[src/verilog/ccp_pkg.sv]
// Purpose: Shared constants for the coulomb counter power and measurement control
// Assumes: 200 MHz aclk, AXI4-Lite register access, word per register
// Notes: Register byte address is four times the register index
// Functional notes
// Speed select pin 1 gives overdrive timing, 0 standard timing.
// Host keeps every device on one bus at the same speed.
// Programmable pin is input or open-drain output set by a register bit.
// Bus data pin receives levels and only ever drives low.
// Device holds a unique 64-bit net address readable by the host.
// Signed net current accumulates in a separate 16-bit register.
// Current is signed, 15 bits magnitude high-res, 13 bits low-res.
// In active mode measurement and accumulation run and update registers.
// In active mode all registers are accessible and the pin works.
// In sleep measurement halts but register access stays available.
// Sleep ends when bus line is high and supply is not undervoltage.
// Undervoltage clearing always wakes the device.
// Undervoltage asserting always puts the device to sleep.
// Sleep-allow set and bus line low for 2s gives sleep.
// Sense inputs sampled at 18.6kHz; current updates each conversion end. Code skips the update at the first conversion end after an accumulator write.
// Sleep-allow is status bit 6, resets to 0, blocks line sleep.
// Conversion period 3.515s high-res, 0.878s low-res; accumulate at end.
// Pin control bit resets to 1 at power-up and on sleep entry.
// Low-line timer restarts from zero when the line returns high.
// Entering sleep abandons the running conversion without updates.
package ccp_pkg;
  // Clock and timing
  localparam int CLK_HZ = 200_000_000;
  localparam int CLK_KHZ = CLK_HZ / 1000;
  localparam int SAMPLE_HZ = 18600;
  localparam int SAMPLE_CYCLES = CLK_HZ / SAMPLE_HZ;
  localparam int CONV_HI_MS = 3515;
  localparam int CONV_LO_MS = 878;
  localparam int CONV_HI_CYCLES = CLK_KHZ * CONV_HI_MS;
  localparam int CONV_LO_CYCLES = CLK_KHZ * CONV_LO_MS;
  localparam int SLEEP_LOW_MS = 2000;
  localparam int SLEEP_LOW_CYCLES = CLK_KHZ * SLEEP_LOW_MS;
  localparam int DIV_W = 30;

  // Register indices (byte address = index * 4)
  localparam logic [7:0] IDX_STATUS = 8'h01;
  localparam logic [7:0] IDX_SPECIAL = 8'h08;
  localparam logic [7:0] IDX_CURRENT = 8'h0E;
  localparam logic [7:0] IDX_ACCUM = 8'h10;
  localparam logic [7:0] IDX_ADDR_LO = 8'h20;
  localparam logic [7:0] IDX_ADDR_HI = 8'h21;
  localparam logic [7:0] IDX_MODE = 8'h22;

  // Field positions
  localparam int BIT_SLEEP_ALLOW = 6;
  localparam int BIT_NET_OPCODE = 4;
  localparam int BIT_PIO_CTL = 6;
  localparam int BIT_MODE_ACTIVE = 0;
  localparam int BIT_MODE_OVD = 1;

  // Reset values
  localparam logic SLEEP_ALLOW_RST = 1'b0;
  localparam logic NET_OPCODE_RST = 1'b0;
  localparam logic PIO_CTL_RST = 1'b1;

  // Current and accumulator formats
  localparam logic [15:0] CUR_MAX_HI = 16'h7FFF;
  localparam logic [15:0] CUR_MAX_LO = 16'h1FFF;
  localparam int ACC_FRAC = 12;
  localparam int ACC_W = 16 + ACC_FRAC;

  // AXI responses
  localparam logic [1:0] RESP_OKAY = 2'h0;
  localparam logic [1:0] RESP_SLVERR = 2'h2;

  typedef enum logic [0:0] {
    CCP_SLEEP = 1'b0,
    CCP_ACTIVE = 1'b1
  } ccp_mode_t;
endpackage

[src/verilog/ccp_core.sv]
// Purpose: Power mode control, current conversion and accumulation, register file
// Assumes: Pins synchronous to aclk, supply adequate for access in sleep
// Notes: Long periods are parameters so a simulation can shorten them
//
// The AXI4-Lite interface to the registers and the address map were left to the implementer.
`timescale 1ns/1ps
module ccp_core
  import ccp_pkg::*;
#(
  parameter bit HIGH_RES = 1'b1,
  parameter int SAMPLE_CNT = SAMPLE_CYCLES,
  parameter int CONV_CNT = HIGH_RES ? CONV_HI_CYCLES : CONV_LO_CYCLES,
  parameter int SLEEP_CNT = SLEEP_LOW_CYCLES,
  parameter logic [63:0] NET_ADDR = 64'h0123_4567_89AB_CDEF // Arbitrary value
) (
  input wire logic aclk,
  input wire logic aresetn,
  input wire logic [9:0] s_axi_awaddr,
  input wire logic s_axi_awvalid,
  output logic s_axi_awready,
  input wire logic [31:0] s_axi_wdata,
  input wire logic [3:0] s_axi_wstrb,
  input wire logic s_axi_wvalid,
  output logic s_axi_wready,
  output logic [1:0] s_axi_bresp,
  output logic s_axi_bvalid,
  input wire logic s_axi_bready,
  input wire logic [9:0] s_axi_araddr,
  input wire logic s_axi_arvalid,
  output logic s_axi_arready,
  output logic [31:0] s_axi_rdata,
  output logic [1:0] s_axi_rresp,
  output logic s_axi_rvalid,
  input wire logic s_axi_rready,
  input wire logic speed_select,
  output logic overdrive_timing,
  input wire logic bus_data_in,
  input wire logic bus_drive_low,
  output logic bus_data_out,
  output logic bus_data_oe,
  input wire logic prog_io_pin_in,
  output logic prog_io_pin_out,
  output logic prog_io_pin_oe,
  input wire logic undervoltage,
  input wire logic signed [15:0] sense_sample,
  output logic active_mode
);
  ccp_mode_t mode_r, mode_nxt;
  logic uv_prev_r;
  logic sleep_allow_r, net_opcode_r, pio_ctl_r;
  logic signed [15:0] sample_r, current_r;
  logic [ACC_W-1:0] acc_r;
  logic skip_r;
  logic [7:0] aw_idx_r;
  logic aw_held_r, w_held_r;
  logic [31:0] wdata_r;
  logic [3:0] wstrb_r;
  logic sample_tick, conv_tick, low_tick;

  // Mode transitions: undervoltage level and its falling edge first, then line activity
  wire uv_rise_w = undervoltage && !uv_prev_r;
  wire uv_fall_w = !undervoltage && uv_prev_r;
  wire active_w = (mode_r == CCP_ACTIVE);
  wire line_sleep_w = low_tick && sleep_allow_r;
  always_comb begin
    mode_nxt = mode_r;
    if (undervoltage) begin
      mode_nxt = CCP_SLEEP;
    end else if (uv_fall_w) begin
      mode_nxt = CCP_ACTIVE;
    end else if (!active_w && bus_data_in) begin
      mode_nxt = CCP_ACTIVE;
    end else if (active_w && line_sleep_w) begin
      mode_nxt = CCP_SLEEP;
    end
  end
  wire enter_sleep_w = active_w && (mode_nxt == CCP_SLEEP);

  // Write channel decode; ahead of the conversion divider, which clears on an ACR write
  wire wr_go_w = aw_held_r && w_held_r && !s_axi_bvalid;
  wire sta_wr_w = wr_go_w && (aw_idx_r == IDX_STATUS) && wstrb_r[0];
  wire spc_wr_w = wr_go_w && (aw_idx_r == IDX_SPECIAL) && wstrb_r[0];
  wire acc_wr_w = wr_go_w && (aw_idx_r == IDX_ACCUM) && (wstrb_r[1:0] != 2'h0);
  wire wr_ok_w = (aw_idx_r == IDX_STATUS) || (aw_idx_r == IDX_SPECIAL) ||
    (aw_idx_r == IDX_ACCUM);

  // Timebase dividers; conversion cleared in sleep so a partial one is dropped
  ccp_tick_div #(.PERIOD(SAMPLE_CNT)) u_sample (
    .aclk(aclk),
    .aresetn(aresetn),
    .clr(!active_w),
    .run(1'b1),
    .tick(sample_tick)
  );
  ccp_tick_div #(.PERIOD(CONV_CNT)) u_conv (
    .aclk(aclk),
    .aresetn(aresetn),
    .clr(!active_w || enter_sleep_w || acc_wr_w),
    .run(1'b1),
    .tick(conv_tick)
  );
  ccp_tick_div #(.PERIOD(SLEEP_CNT)) u_low (
    .aclk(aclk),
    .aresetn(aresetn),
    .clr(bus_data_in || !active_w),
    .run(1'b1),
    .tick(low_tick)
  );

  // Current clip to variant magnitude
  wire [15:0] cmax_w = HIGH_RES ? CUR_MAX_HI : CUR_MAX_LO;
  wire signed [15:0] cpos_w = $signed(cmax_w);
  wire signed [15:0] cneg_w = -cpos_w;
  wire signed [15:0] clip_w = (sample_r > cpos_w) ? cpos_w :
    (sample_r < cneg_w) ? cneg_w : sample_r;
  wire conv_upd_w = conv_tick && active_w && !skip_r;
  wire [ACC_W-1:0] acc_add_w = acc_r + ACC_W'($signed(clip_w));
  wire [15:0] acc_wval_w = {wstrb_r[1] ? wdata_r[15:8] : acc_r[ACC_W-1 -: 8],
    wstrb_r[0] ? wdata_r[7:0] : acc_r[ACC_W-9 -: 8]};

  // Mode and undervoltage history
  always_ff @(posedge aclk) begin
    if (!aresetn) begin
      mode_r <= CCP_SLEEP;
      uv_prev_r <= 1'b1;
    end else begin
      mode_r <= mode_nxt;
      uv_prev_r <= undervoltage;
    end
  end

  // Status and pin control; sleep entry releases the pin driver
  always_ff @(posedge aclk) begin
    if (!aresetn) begin
      sleep_allow_r <= SLEEP_ALLOW_RST;
      net_opcode_r <= NET_OPCODE_RST;
      pio_ctl_r <= PIO_CTL_RST;
    end else begin
      if (sta_wr_w) begin
        sleep_allow_r <= wdata_r[BIT_SLEEP_ALLOW];
        net_opcode_r <= wdata_r[BIT_NET_OPCODE];
      end
      if (enter_sleep_w || low_tick) begin
        pio_ctl_r <= PIO_CTL_RST;
      end else if (spc_wr_w) begin
        pio_ctl_r <= wdata_r[BIT_PIO_CTL];
      end
    end
  end

  // Sampling, conversion result and accumulation
  always_ff @(posedge aclk) begin
    if (!aresetn) begin
      sample_r <= '0;
      current_r <= '0;
      acc_r <= '0;
      skip_r <= 1'b0;
    end else begin
      if (sample_tick) begin
        sample_r <= sense_sample;
      end
      if (conv_upd_w) begin
        current_r <= clip_w;
      end
      // Host write wins and clears the hidden fraction
      if (acc_wr_w) begin
        acc_r <= {acc_wval_w, {ACC_FRAC{1'b0}}};
      end else if (conv_upd_w) begin
        acc_r <= acc_add_w;
      end
      // First conversion after an accumulator write is an offset pass
      if (acc_wr_w) begin
        skip_r <= 1'b1;
      end else if (conv_tick) begin
        skip_r <= 1'b0;
      end
    end
  end

  // Pins: both open-drain, drive only low
  always_ff @(posedge aclk) begin
    if (!aresetn) begin
      bus_data_out <= 1'b0;
      bus_data_oe <= 1'b0;
      prog_io_pin_out <= 1'b0;
      prog_io_pin_oe <= 1'b0;
      overdrive_timing <= 1'b0;
      active_mode <= 1'b0;
    end else begin
      bus_data_out <= 1'b0;
      bus_data_oe <= bus_drive_low;
      prog_io_pin_out <= 1'b0;
      prog_io_pin_oe <= !pio_ctl_r;
      overdrive_timing <= speed_select;
      active_mode <= (mode_nxt == CCP_ACTIVE);
    end
  end

  // AXI write: address and data taken in either order, one response each
  always_ff @(posedge aclk) begin
    if (!aresetn) begin
      aw_held_r <= 1'b0;
      w_held_r <= 1'b0;
      aw_idx_r <= '0;
      wdata_r <= '0;
      wstrb_r <= '0;
      s_axi_bvalid <= 1'b0;
      s_axi_bresp <= RESP_OKAY;
    end else begin
      if (s_axi_awvalid && s_axi_awready) begin
        aw_held_r <= 1'b1;
        aw_idx_r <= s_axi_awaddr[9:2];
      end
      if (s_axi_wvalid && s_axi_wready) begin
        w_held_r <= 1'b1;
        wdata_r <= s_axi_wdata;
        wstrb_r <= s_axi_wstrb;
      end
      if (wr_go_w) begin
        aw_held_r <= 1'b0;
        w_held_r <= 1'b0;
        s_axi_bvalid <= 1'b1;
        s_axi_bresp <= wr_ok_w ? RESP_OKAY : RESP_SLVERR;
      end else if (s_axi_bready) begin
        s_axi_bvalid <= 1'b0;
      end
    end
  end
  assign s_axi_awready = !aw_held_r;
  assign s_axi_wready = !w_held_r;

  // Read decode; registers stay readable in both modes
  wire [7:0] ar_idx_w = s_axi_araddr[9:2];
  wire [31:0] rd_status_w = {24'h000000, 1'b0, sleep_allow_r, 1'b0, net_opcode_r, 4'h0};
  wire [31:0] rd_special_w = {25'h0000000, prog_io_pin_in, 6'h00};
  wire [31:0] rd_mode_w = {30'h0, overdrive_timing, active_w};
  wire rd_ok_w = (ar_idx_w == IDX_STATUS) || (ar_idx_w == IDX_SPECIAL) ||
    (ar_idx_w == IDX_CURRENT) || (ar_idx_w == IDX_ACCUM) ||
    (ar_idx_w == IDX_ADDR_LO) || (ar_idx_w == IDX_ADDR_HI) || (ar_idx_w == IDX_MODE);
  wire [31:0] rd_val_w =
    (ar_idx_w == IDX_STATUS) ? rd_status_w :
    (ar_idx_w == IDX_SPECIAL) ? rd_special_w :
    (ar_idx_w == IDX_CURRENT) ? {16'h0, current_r} :
    (ar_idx_w == IDX_ACCUM) ? {16'h0, acc_r[ACC_W-1 -: 16]} :
    (ar_idx_w == IDX_ADDR_LO) ? NET_ADDR[31:0] :
    (ar_idx_w == IDX_ADDR_HI) ? NET_ADDR[63:32] :
    (ar_idx_w == IDX_MODE) ? rd_mode_w : 32'h0;

  // AXI read: one outstanding, answer one cycle after the address
  always_ff @(posedge aclk) begin
    if (!aresetn) begin
      s_axi_rvalid <= 1'b0;
      s_axi_rdata <= '0;
      s_axi_rresp <= RESP_OKAY;
    end else if (s_axi_arvalid && s_axi_arready) begin
      s_axi_rvalid <= 1'b1;
      s_axi_rdata <= rd_val_w;
      s_axi_rresp <= rd_ok_w ? RESP_OKAY : RESP_SLVERR;
    end else if (s_axi_rready) begin
      s_axi_rvalid <= 1'b0;
    end
  end
  assign s_axi_arready = !s_axi_rvalid;
endmodule

[src/verilog/ccp_tick_div.sv]
// Purpose: Cycle divider giving a one-cycle tick every PERIOD enabled cycles
// Assumes: Single clock, synchronous active-low reset
// Notes: clr restarts the count from zero and wins over counting
`timescale 1ns/1ps
module ccp_tick_div
  import ccp_pkg::*;
#(
  parameter int PERIOD = 4
) (
  input wire logic aclk,
  input wire logic aresetn,
  input wire logic clr,
  input wire logic run,
  output logic tick
);
  logic [DIV_W-1:0] cnt_r;
  wire last_w = (cnt_r == DIV_W'(PERIOD - 1));

  assign tick = run && !clr && last_w;

  // Restart on clear so a partial count never leaks into the next interval
  always_ff @(posedge aclk) begin
    if (!aresetn || clr || tick) begin
      cnt_r <= '0;
    end else if (run) begin
      cnt_r <= cnt_r + 1'b1;
    end
  end
endmodule
[config.mk]
export PLATFORM = sky130hd
export DESIGN_NAME = ccp_core
export DESIGN_NICKNAME = d
export VERILOG_FILES = /design/src/verilog/ccp_pkg.sv /design/src/verilog/ccp_core.sv /design/src/verilog/ccp_tick_div.sv
export SDC_FILE = /design/constraint.sdc
export NUM_CORES = 1
export LEC_CHECK = 0
export ABC_CLOCK_PERIOD_IN_PS = 8050
export BUFFER_PORTS_ARGS = -buffer_cell sky130_fd_sc_hd__buf_2
export CAP_MARGIN = 10
export CORE_ASPECT_RATIO = 1.25
export CORE_UTILIZATION = 25
export DETAILED_ROUTE_END_ITERATION = 16
export PLACE_DENSITY = 0.44
export SETUP_SLACK_MARGIN = 0.1
export SLEW_MARGIN = 20
export SYNTH_ARGS = -nofsm -noshare
export SYNTH_HDL_FRONTEND = slang
export SYNTH_SLANG_ARGS = --single-unit
[constraint.sdc]
create_clock -name aclk -period 8.05 [get_ports aclk]
set_input_delay 0.805 -clock aclk [delete_from_list [all_inputs] [get_ports aclk]]
set_output_delay 0.805 -clock aclk [all_outputs]
set_load 0.1 [all_outputs]
==> flow_metrics.env, run 1 <==
export IMPL_outcome="finished, final reports clean"
export IMPL_synth_area_leader_cell="dfxtp_1"
export IMPL_synth_top_area_frac=0.410
export IMPL_min_path_cells=1
export IMPL_worst_slew_pin_slew_ns=1.04
export IMPL_cp_required_ns=8.47
export IMPL_die_x_um=183
export IMPL_gp_congestion=0.840
export IMPL_synth_area_top_cells="dfxtp_1 (41%), nor2_1 (6.8%), nand2_1 (6.0%)"
export IMPL_fmax_ghz=0.224
export IMPL_synth_top_cells_by_count="dfxtp_1 (209), nor2_1 (184), nand2_1 (162)"
export IMPL_drt_iter0_drc=449
export IMPL_ioPinCount=131
export IMPL_report_final_slew_viol_count=0
export IMPL_syn_area_um2=10200
export IMPL_ys_seq_elements=209
export IMPL_fin_cells=1887
export IMPL_syn_avg_cell_area_um2=8.19
export IMPL_remaining_drc_errors=0
export IMPL_start_kind="flop"
export IMPL_grt_pass1_wl_um=45900
export IMPL_clk_path_buf_depth=3
export IMPL_area_growth_pct=18.0
export IMPL_synth_flop_cell="dfxtp_1"
export IMPL_cts_max_level=1
export IMPL_holdBufCountCts=0
export IMPL_drt_wl_total_um=28900
export IMPL_worstPathArrival_ns=4.88
export IMPL_cts_buffers=26
export IMPL_nets=1438
export IMPL_yosys_warnings=0
export IMPL_r2r_start="sample_r[3]$_SDFFE_PN0P_"
export IMPL_cts_root_buf="clkbuf_16"
export IMPL_slowest_stage="o41ai_1"
export IMPL_synth_edf_count=0
export IMPL_die_h_um=228
export IMPL_grt_pass1_vias=8450
export IMPL_crit_fanout=15
export IMPL_timing_rr_end="acc_r[26]$_SDFFE_PN0P_"
export IMPL_synth_cell_types=62
export IMPL_drtPass1Iterations=5
export IMPL_fin_crit_sh=0.555
export IMPL_power_density_nw_per_um2=202
export IMPL_finalSetupViolCount=0
export IMPL_fin_area_um2=12000
export IMPL_core_area_um2=40100
export IMPL_rsz0062_at_grt="false"
export IMPL_antenna_found_initial=1
export IMPL_grt_max_degree=87
export IMPL_viasPerCell=4.58
export IMPL_cp_top_family="compound AO/OA/AOI/OAI gates"
export IMPL_placed_cell_area_um2=11100
export IMPL_yosys_cell_count_top_type="dfxtp_1"
export IMPL_rrSetupSlack_ns=3.59
export IMPL_cap_violations=0
export IMPL_power_total_mw=2.43
export IMPL_clkSinkCount=209
export IMPL_cp_cell_sequence="nor4_1 > a41o_1 > ha_1 > or2_2 > ha_1 > inv_1 > fa_1 > nand2b_1 > a21oi_1 > o21a_1 > o211ai_1 > o41ai_1 > a41oi_1 > a211oi_1 > nor3_1"
export IMPL_cts_resized_gates=0
export IMPL_path_buf_inv=1
export IMPL_grt_total_usage=0.138
export IMPL_reg2regPathDepth=15
export IMPL_place_hpwl_um=21200
export IMPL_crit_path_frequent_cell="ha_1"
export IMPL_fin_crit_ns=4.46
export IMPL_setup_worst_path_end_class="flop"
export IMPL_worst_path_largest_cell_delay_ns=0.67
export IMPL_power_leakage_nw=4.61
export IMPL_detail_route_antenna_nets=0
export IMPL_hold_path_class="reg -> reg"
export IMPL_clock_latency_ns=0.54
export IMPL_finalCoreUtilization=0.300
export IMPL_path_class="reg -> reg"
export IMPL_grt_overflow=0
export IMPL_final_hold_viol_count=0
export IMPL_seq_area_frac_synth=0.410
export IMPL_drive_gt1_frac=0.118
export IMPL_syn_instance_count=1245
export IMPL_dp_cells=1839
export IMPL_async_flop_share=0
export IMPL_fin_setup_tns_ns=0
export IMPL_io_buffer_count=96
export IMPL_num_vias=8634
export IMPL_slew_headroom=0.303
export IMPL_initial_core_util=0.254
export IMPL_fillCellCount=4326
export IMPL_wl_per_cell_um=15.3
export IMPL_hold_end="u_conv.cnt_r[0]$_SDFF_PP0_"
export IMPL_min_from="u_conv.cnt_r[0]$_SDFF_PP0_"
export IMPL_clkTransAtPathRegs_ns=0.06
export IMPL_rows=82
export IMPL_cts_tree="yes"
export IMPL_finClkSkew_ns=0.0132
export IMPL_dp_slack_ns=3.56
export IMPL_dieArea_um2=41600
export IMPL_finalWorstSetupSlack_ns=3.59
export IMPL_peakVddDrop_mv=0.129
export IMPL_cts_setup_buffers=0
export IMPL_timing_hold_ws_ns=0.437
[kinds of logic (layout without fill, tap and decap cells)]
family | count (synthesis) | count (layout) | share of synthesized area
mux | 30 | 30 | 0.0295
flops | 209 | 209 | 0.410
buf+inv | 90 | 173 | 0.0423
simple gates | 566 | 566 | 0.262
xor+xnor | 95 | 95 | 0.0816
other cells | 1 | 14 | 0.000368
fa+ha+maj | 33 | 33 | 0.0412
compound gates | 221 | 221 | 0.133
[power breakdown]
| group | leakage (nW) | switching, mW | internal, mW |
|---|---|---|---|
| Clock | 0.437 | 0.447 | 0.760 |
| Sequential | 1.69 | 0.0134 | 1.05 |
| Combinational | 2.48 | 0.130 | 0.0331 |
| Total | 4.61 | 0.591 | 1.84 |
[registers in the layout, indices dropped and copies added (netlist names), 2 cells and up]
name	count
sample_r	16
u_conv.cnt_r	30
aw_idx_r	8
u_low.cnt_r	30
acc_r	28
wdata_r	16
wstrb_r	2
current_r	16
u_sample.cnt_r	30
s_axi_rdata	18
[area by class of cell]
type	instances	area [µm²]	share of cell area
Antenna cell	2	5.00	0.000416
Clock buffer	39	781	0.0649
Clock inverter	7	113	0.00936
Inverter	25	93.8	0.00780
Multi-Input combinational cell	957	5650	0.469
Sequential cell	209	4180	0.348
Tap cell	546	683	0.0568
Timing Repair Buffer	102	526	0.0437
[placed cells by master, fill, tap and decap left out, drive strengths merged, types with 9 or more instances in the layout]
master	count
nor2	184
buf	102
ha	32
xor2	59
o21a	9
and2	9
a31oi	12
dfxtp	209
a21oi	94
nor3	23
o21ai	44
or3	11
mux2i	30
inv	25
and4	11
nand3	50
nand2b	9
a211oi	13
nor4	14
nand4	21
xnor2	36
nor2b	23
clkbuf	39
and3	21
nand2	163
conb	12
[routing by layer]
layer  track usage  wire length (µm)  vias to the layer above
li1              -                 -                     4449
met1         0.172             13000                     3998
met2         0.243             14100                      148
met3        0.0198              1100                       39
met4        0.0446               687                        0
met5             0                 0                        -
[worst reg2reg max path: cells and delay by family, from the launching register on]
family          cells  cell delay, ns
compound gates      7            2.15
fa+ha+maj           3            0.96
simple gates        4            0.86
flops               1            0.32
buf+inv             1            0.06
[how the worst max path moves through the flow]
| stage | start | endpoint | slack, ns | cells past startpoint |
|---|---|---|---|---|
| 6_report | sample_r[3]$_SDFFE_PN0P_ | acc_r[26]$_SDFFE_PN0P_ | 3.59 | 15 |
| 5_1_grt | sample_r[3]$_SDFFE_PN0P_ | acc_r[26]$_SDFFE_PN0P_ | 3.14 | 15 |
| 4_1_cts | sample_r[3]$_SDFFE_PN0P_ | acc_r[26]$_SDFFE_PN0P_ | 3.55 | 15 |
| 3_5_place_dp | sample_r[3]$_SDFFE_PN0P_ | acc_r[26]$_SDFFE_PN0P_ | 3.56 | 15 |
| 3_3_place_gp | sample_r[3]$_SDFFE_PN0P_ | acc_r[26]$_SDFFE_PN0P_ | 3.57 | 15 |
| 2_1_floorplan | sample_r[11]$_SDFFE_PN0P_ | acc_r[26]$_SDFFE_PN0P_ | 4.34 | 16 |
Note: power is estimated with default switching activity, not from simulation.
==> run 2, diff against run 1 <==
- ABC_CLOCK_PERIOD_IN_PS: 8050 -> 4600
- clock period: 8.05 -> 4.6 ns (I/O delays scaled with it)
==> flow_metrics.env, run 2 (synthesized netlist as in run 1, its figures left out) <==
export IMPL_outcome="finished, final reports clean"
export IMPL_cp_cell_sequence="nor4_1 > a41o_1 > ha_1 > or2_2 > ha_1 > inv_1 > fa_1 > nand2b_1 > a21oi_1 > o21a_1 > o211ai_1 > o41ai_1 > buf_4 > a41oi_1 > a211oi_1 > nor3_1"
export IMPL_path_buf_inv=2
export IMPL_worst_slew_pin_slew_ns=1.10
export IMPL_fin_crit_sh=0.889
export IMPL_cts_max_level=1
export IMPL_cts_tree="yes"
export IMPL_clkSinkCount=209
export IMPL_rows=82
export IMPL_power_total_mw=4.10
export IMPL_holdBufCountCts=0
export IMPL_report_final_slew_viol_count=0
export IMPL_r2r_start="sample_r[7]$_SDFFE_PN0P_"
export IMPL_ioPinCount=131
export IMPL_drt_wl_total_um=29300
export IMPL_grt_pass1_wl_um=46700
export IMPL_grt_total_usage=0.141
export IMPL_initial_core_util=0.254
export IMPL_drive_gt1_frac=0.120
export IMPL_worst_path_largest_cell_delay_ns=0.43
export IMPL_slowest_stage="o41ai_1"
export IMPL_crit_path_frequent_cell="ha_1"
export IMPL_regArea_um2=4180
export IMPL_crit_path_start="sample_r[7]$_SDFFE_PN0P_"
export IMPL_path_class="reg -> reg"
export IMPL_start_kind="flop"
export IMPL_fmax_ghz=0.245
export IMPL_finClkSkew_ns=0.0143
export IMPL_num_vias=8724
export IMPL_die_x_um=183
export IMPL_fillCellCount=4286
export IMPL_place_hpwl_um=21500
export IMPL_hold_path_class="in -> reg"
export IMPL_cts_buffers=26
export IMPL_met3_length_um=1110
export IMPL_core_area_um2=40100
export IMPL_cts_root_buf="clkbuf_16"
export IMPL_fin_area_um2=12000
export IMPL_dieArea_um2=41600
export IMPL_maxUsedRoutingLayer="met4"
export IMPL_timing_rr_end="acc_r[26]$_SDFFE_PN0P_"
export IMPL_worstPathArrival_ns=4.51
export IMPL_grt_overflow=0
export IMPL_layout_commonest_cell="dfxtp_1"
export IMPL_area_growth_pct=17.7
export IMPL_drt_iter0_drc=386
export IMPL_setup_worst_path_end_class="flop"
export IMPL_detail_route_antenna_nets=0
export IMPL_power_leakage_nw=4.60
export IMPL_fin_setup_tns_ns=0
export IMPL_multi_input_area_um2=5640
export IMPL_clk_path_buf_depth=3
export IMPL_slew_headroom=0.264
export IMPL_wl_per_cell_um=15.5
export IMPL_die_h_um=228
export IMPL_grt_pass1_vias=8484
export IMPL_min_path_cells=2
export IMPL_antenna_found_initial=1
export IMPL_remaining_drc_errors=0
export IMPL_io_buffer_count=96
export IMPL_hold_end="s_axi_rvalid$_SDFFE_PN0P_"
export IMPL_mostFrequentLayoutCells="dfxtp_1 (209), nor2_1 (183), nand2_1 (162)"
export IMPL_wl_met1_um=13200
export IMPL_crit_fanout=7
export IMPL_clkTransAtPathRegs_ns=0.06
export IMPL_reg_top3="u_conv.cnt_r: 30 flops, u_low.cnt_r: 30 flops, u_sample.cnt_r: 30 flops"
export IMPL_gp_congestion=0.846
export IMPL_drtPass1Iterations=7
export IMPL_viasPerCell=4.61
export IMPL_rrSetupSlack_ns=0.51
export IMPL_nets=1446
export IMPL_fin_crit_ns=4.09
export IMPL_grt_max_degree=53
export IMPL_finalSetupViolCount=0
export IMPL_rsz0062_at_grt="false"
export IMPL_placed_cell_area_um2=11200
export IMPL_clock_latency_ns=0.54
export IMPL_cts_setup_buffers=0
export IMPL_cp_required_ns=5.02
export IMPL_reg2regPathDepth=16
export IMPL_min_from="s_axi_rready"
export IMPL_cap_violations=0
export IMPL_final_hold_viol_count=0
export IMPL_power_density_nw_per_um2=342
export IMPL_cts_resized_gates=0
export IMPL_cp_top_family="compound AO/OA/AOI/OAI gates"
export IMPL_wl_met2_um=14400
export IMPL_peakVddDrop_mv=0.232
==> run 2: metal layers <==
layer	GRT usage	vias up
met3	0.0195	33
met1	0.175	4085
met2	0.250	147
li1	-	4459
met5	0	-
met4	0.0402	0
==> run 2: worst register-to-register path: stages (launching register included) <==
cell      delay [ns]
dfxtp_1         0.32
nor4_1          0.34
a41o_1          0.22
ha_1            0.23
or2_2           0.17
ha_1            0.19
inv_1           0.06
fa_1            0.38
nand2b_1        0.19
a21oi_1         0.30
o21a_1          0.24
o211ai_1        0.15
o41ai_1         0.43
buf_4           0.22
a41oi_1         0.18
a211oi_1        0.27
nor3_1          0.07
==> run 2: stage by stage <==
step,hold WS [ns],utilization,cells,setup WS (ns)
2_1_floorplan,0.392,-,1256,0.889
3_3_place_gp,0.421,0.279,1847,0.558
3_5_place_dp,0.429,0.279,1847,0.526
4_1_cts,0.0628,0.299,1892,0.503
5_1_grt,0.0777,0.299,1892,0.196
6_report,0.0962,0.299,1893,0.513
==> run 2: how the worst max path moves through the flow <==
| stage | endpoint | slack, ns | cells after the start |
|---|---|---|---|
| finish | acc_r[26]$_SDFFE_PN0P_ | 0.51 | 16 |
| global route | acc_r[26]$_SDFFE_PN0P_ | 0.20 | 16 |
| CTS | acc_r[26]$_SDFFE_PN0P_ | 0.50 | 16 |
| detailed placement | acc_r[26]$_SDFFE_PN0P_ | 0.53 | 16 |
| global placement | acc_r[26]$_SDFFE_PN0P_ | 0.56 | 16 |
| floorplan | acc_r[26]$_SDFFE_PN0P_ | 0.89 | 16 |
==> run 2: final cells by class <==
class	count	share of cell area
antenna	1	0.000209
clock buffer	40	0.0645
clock inverter	5	0.00323
inverter	25	0.00782
multi-input combinational	957	0.470
sequential	209	0.349
tap	546	0.0569
timing repair buffer	110	0.0488
==> run 2: power breakdown <==
| group | leakage (nW) | switching (mW) | internal (mW) |
|---|---|---|---|
| clock | 0.395 | 0.801 | 1.15 |
| combinational | 2.52 | 0.229 | 0.0590 |
| sequential | 1.69 | 0.0235 | 1.84 |
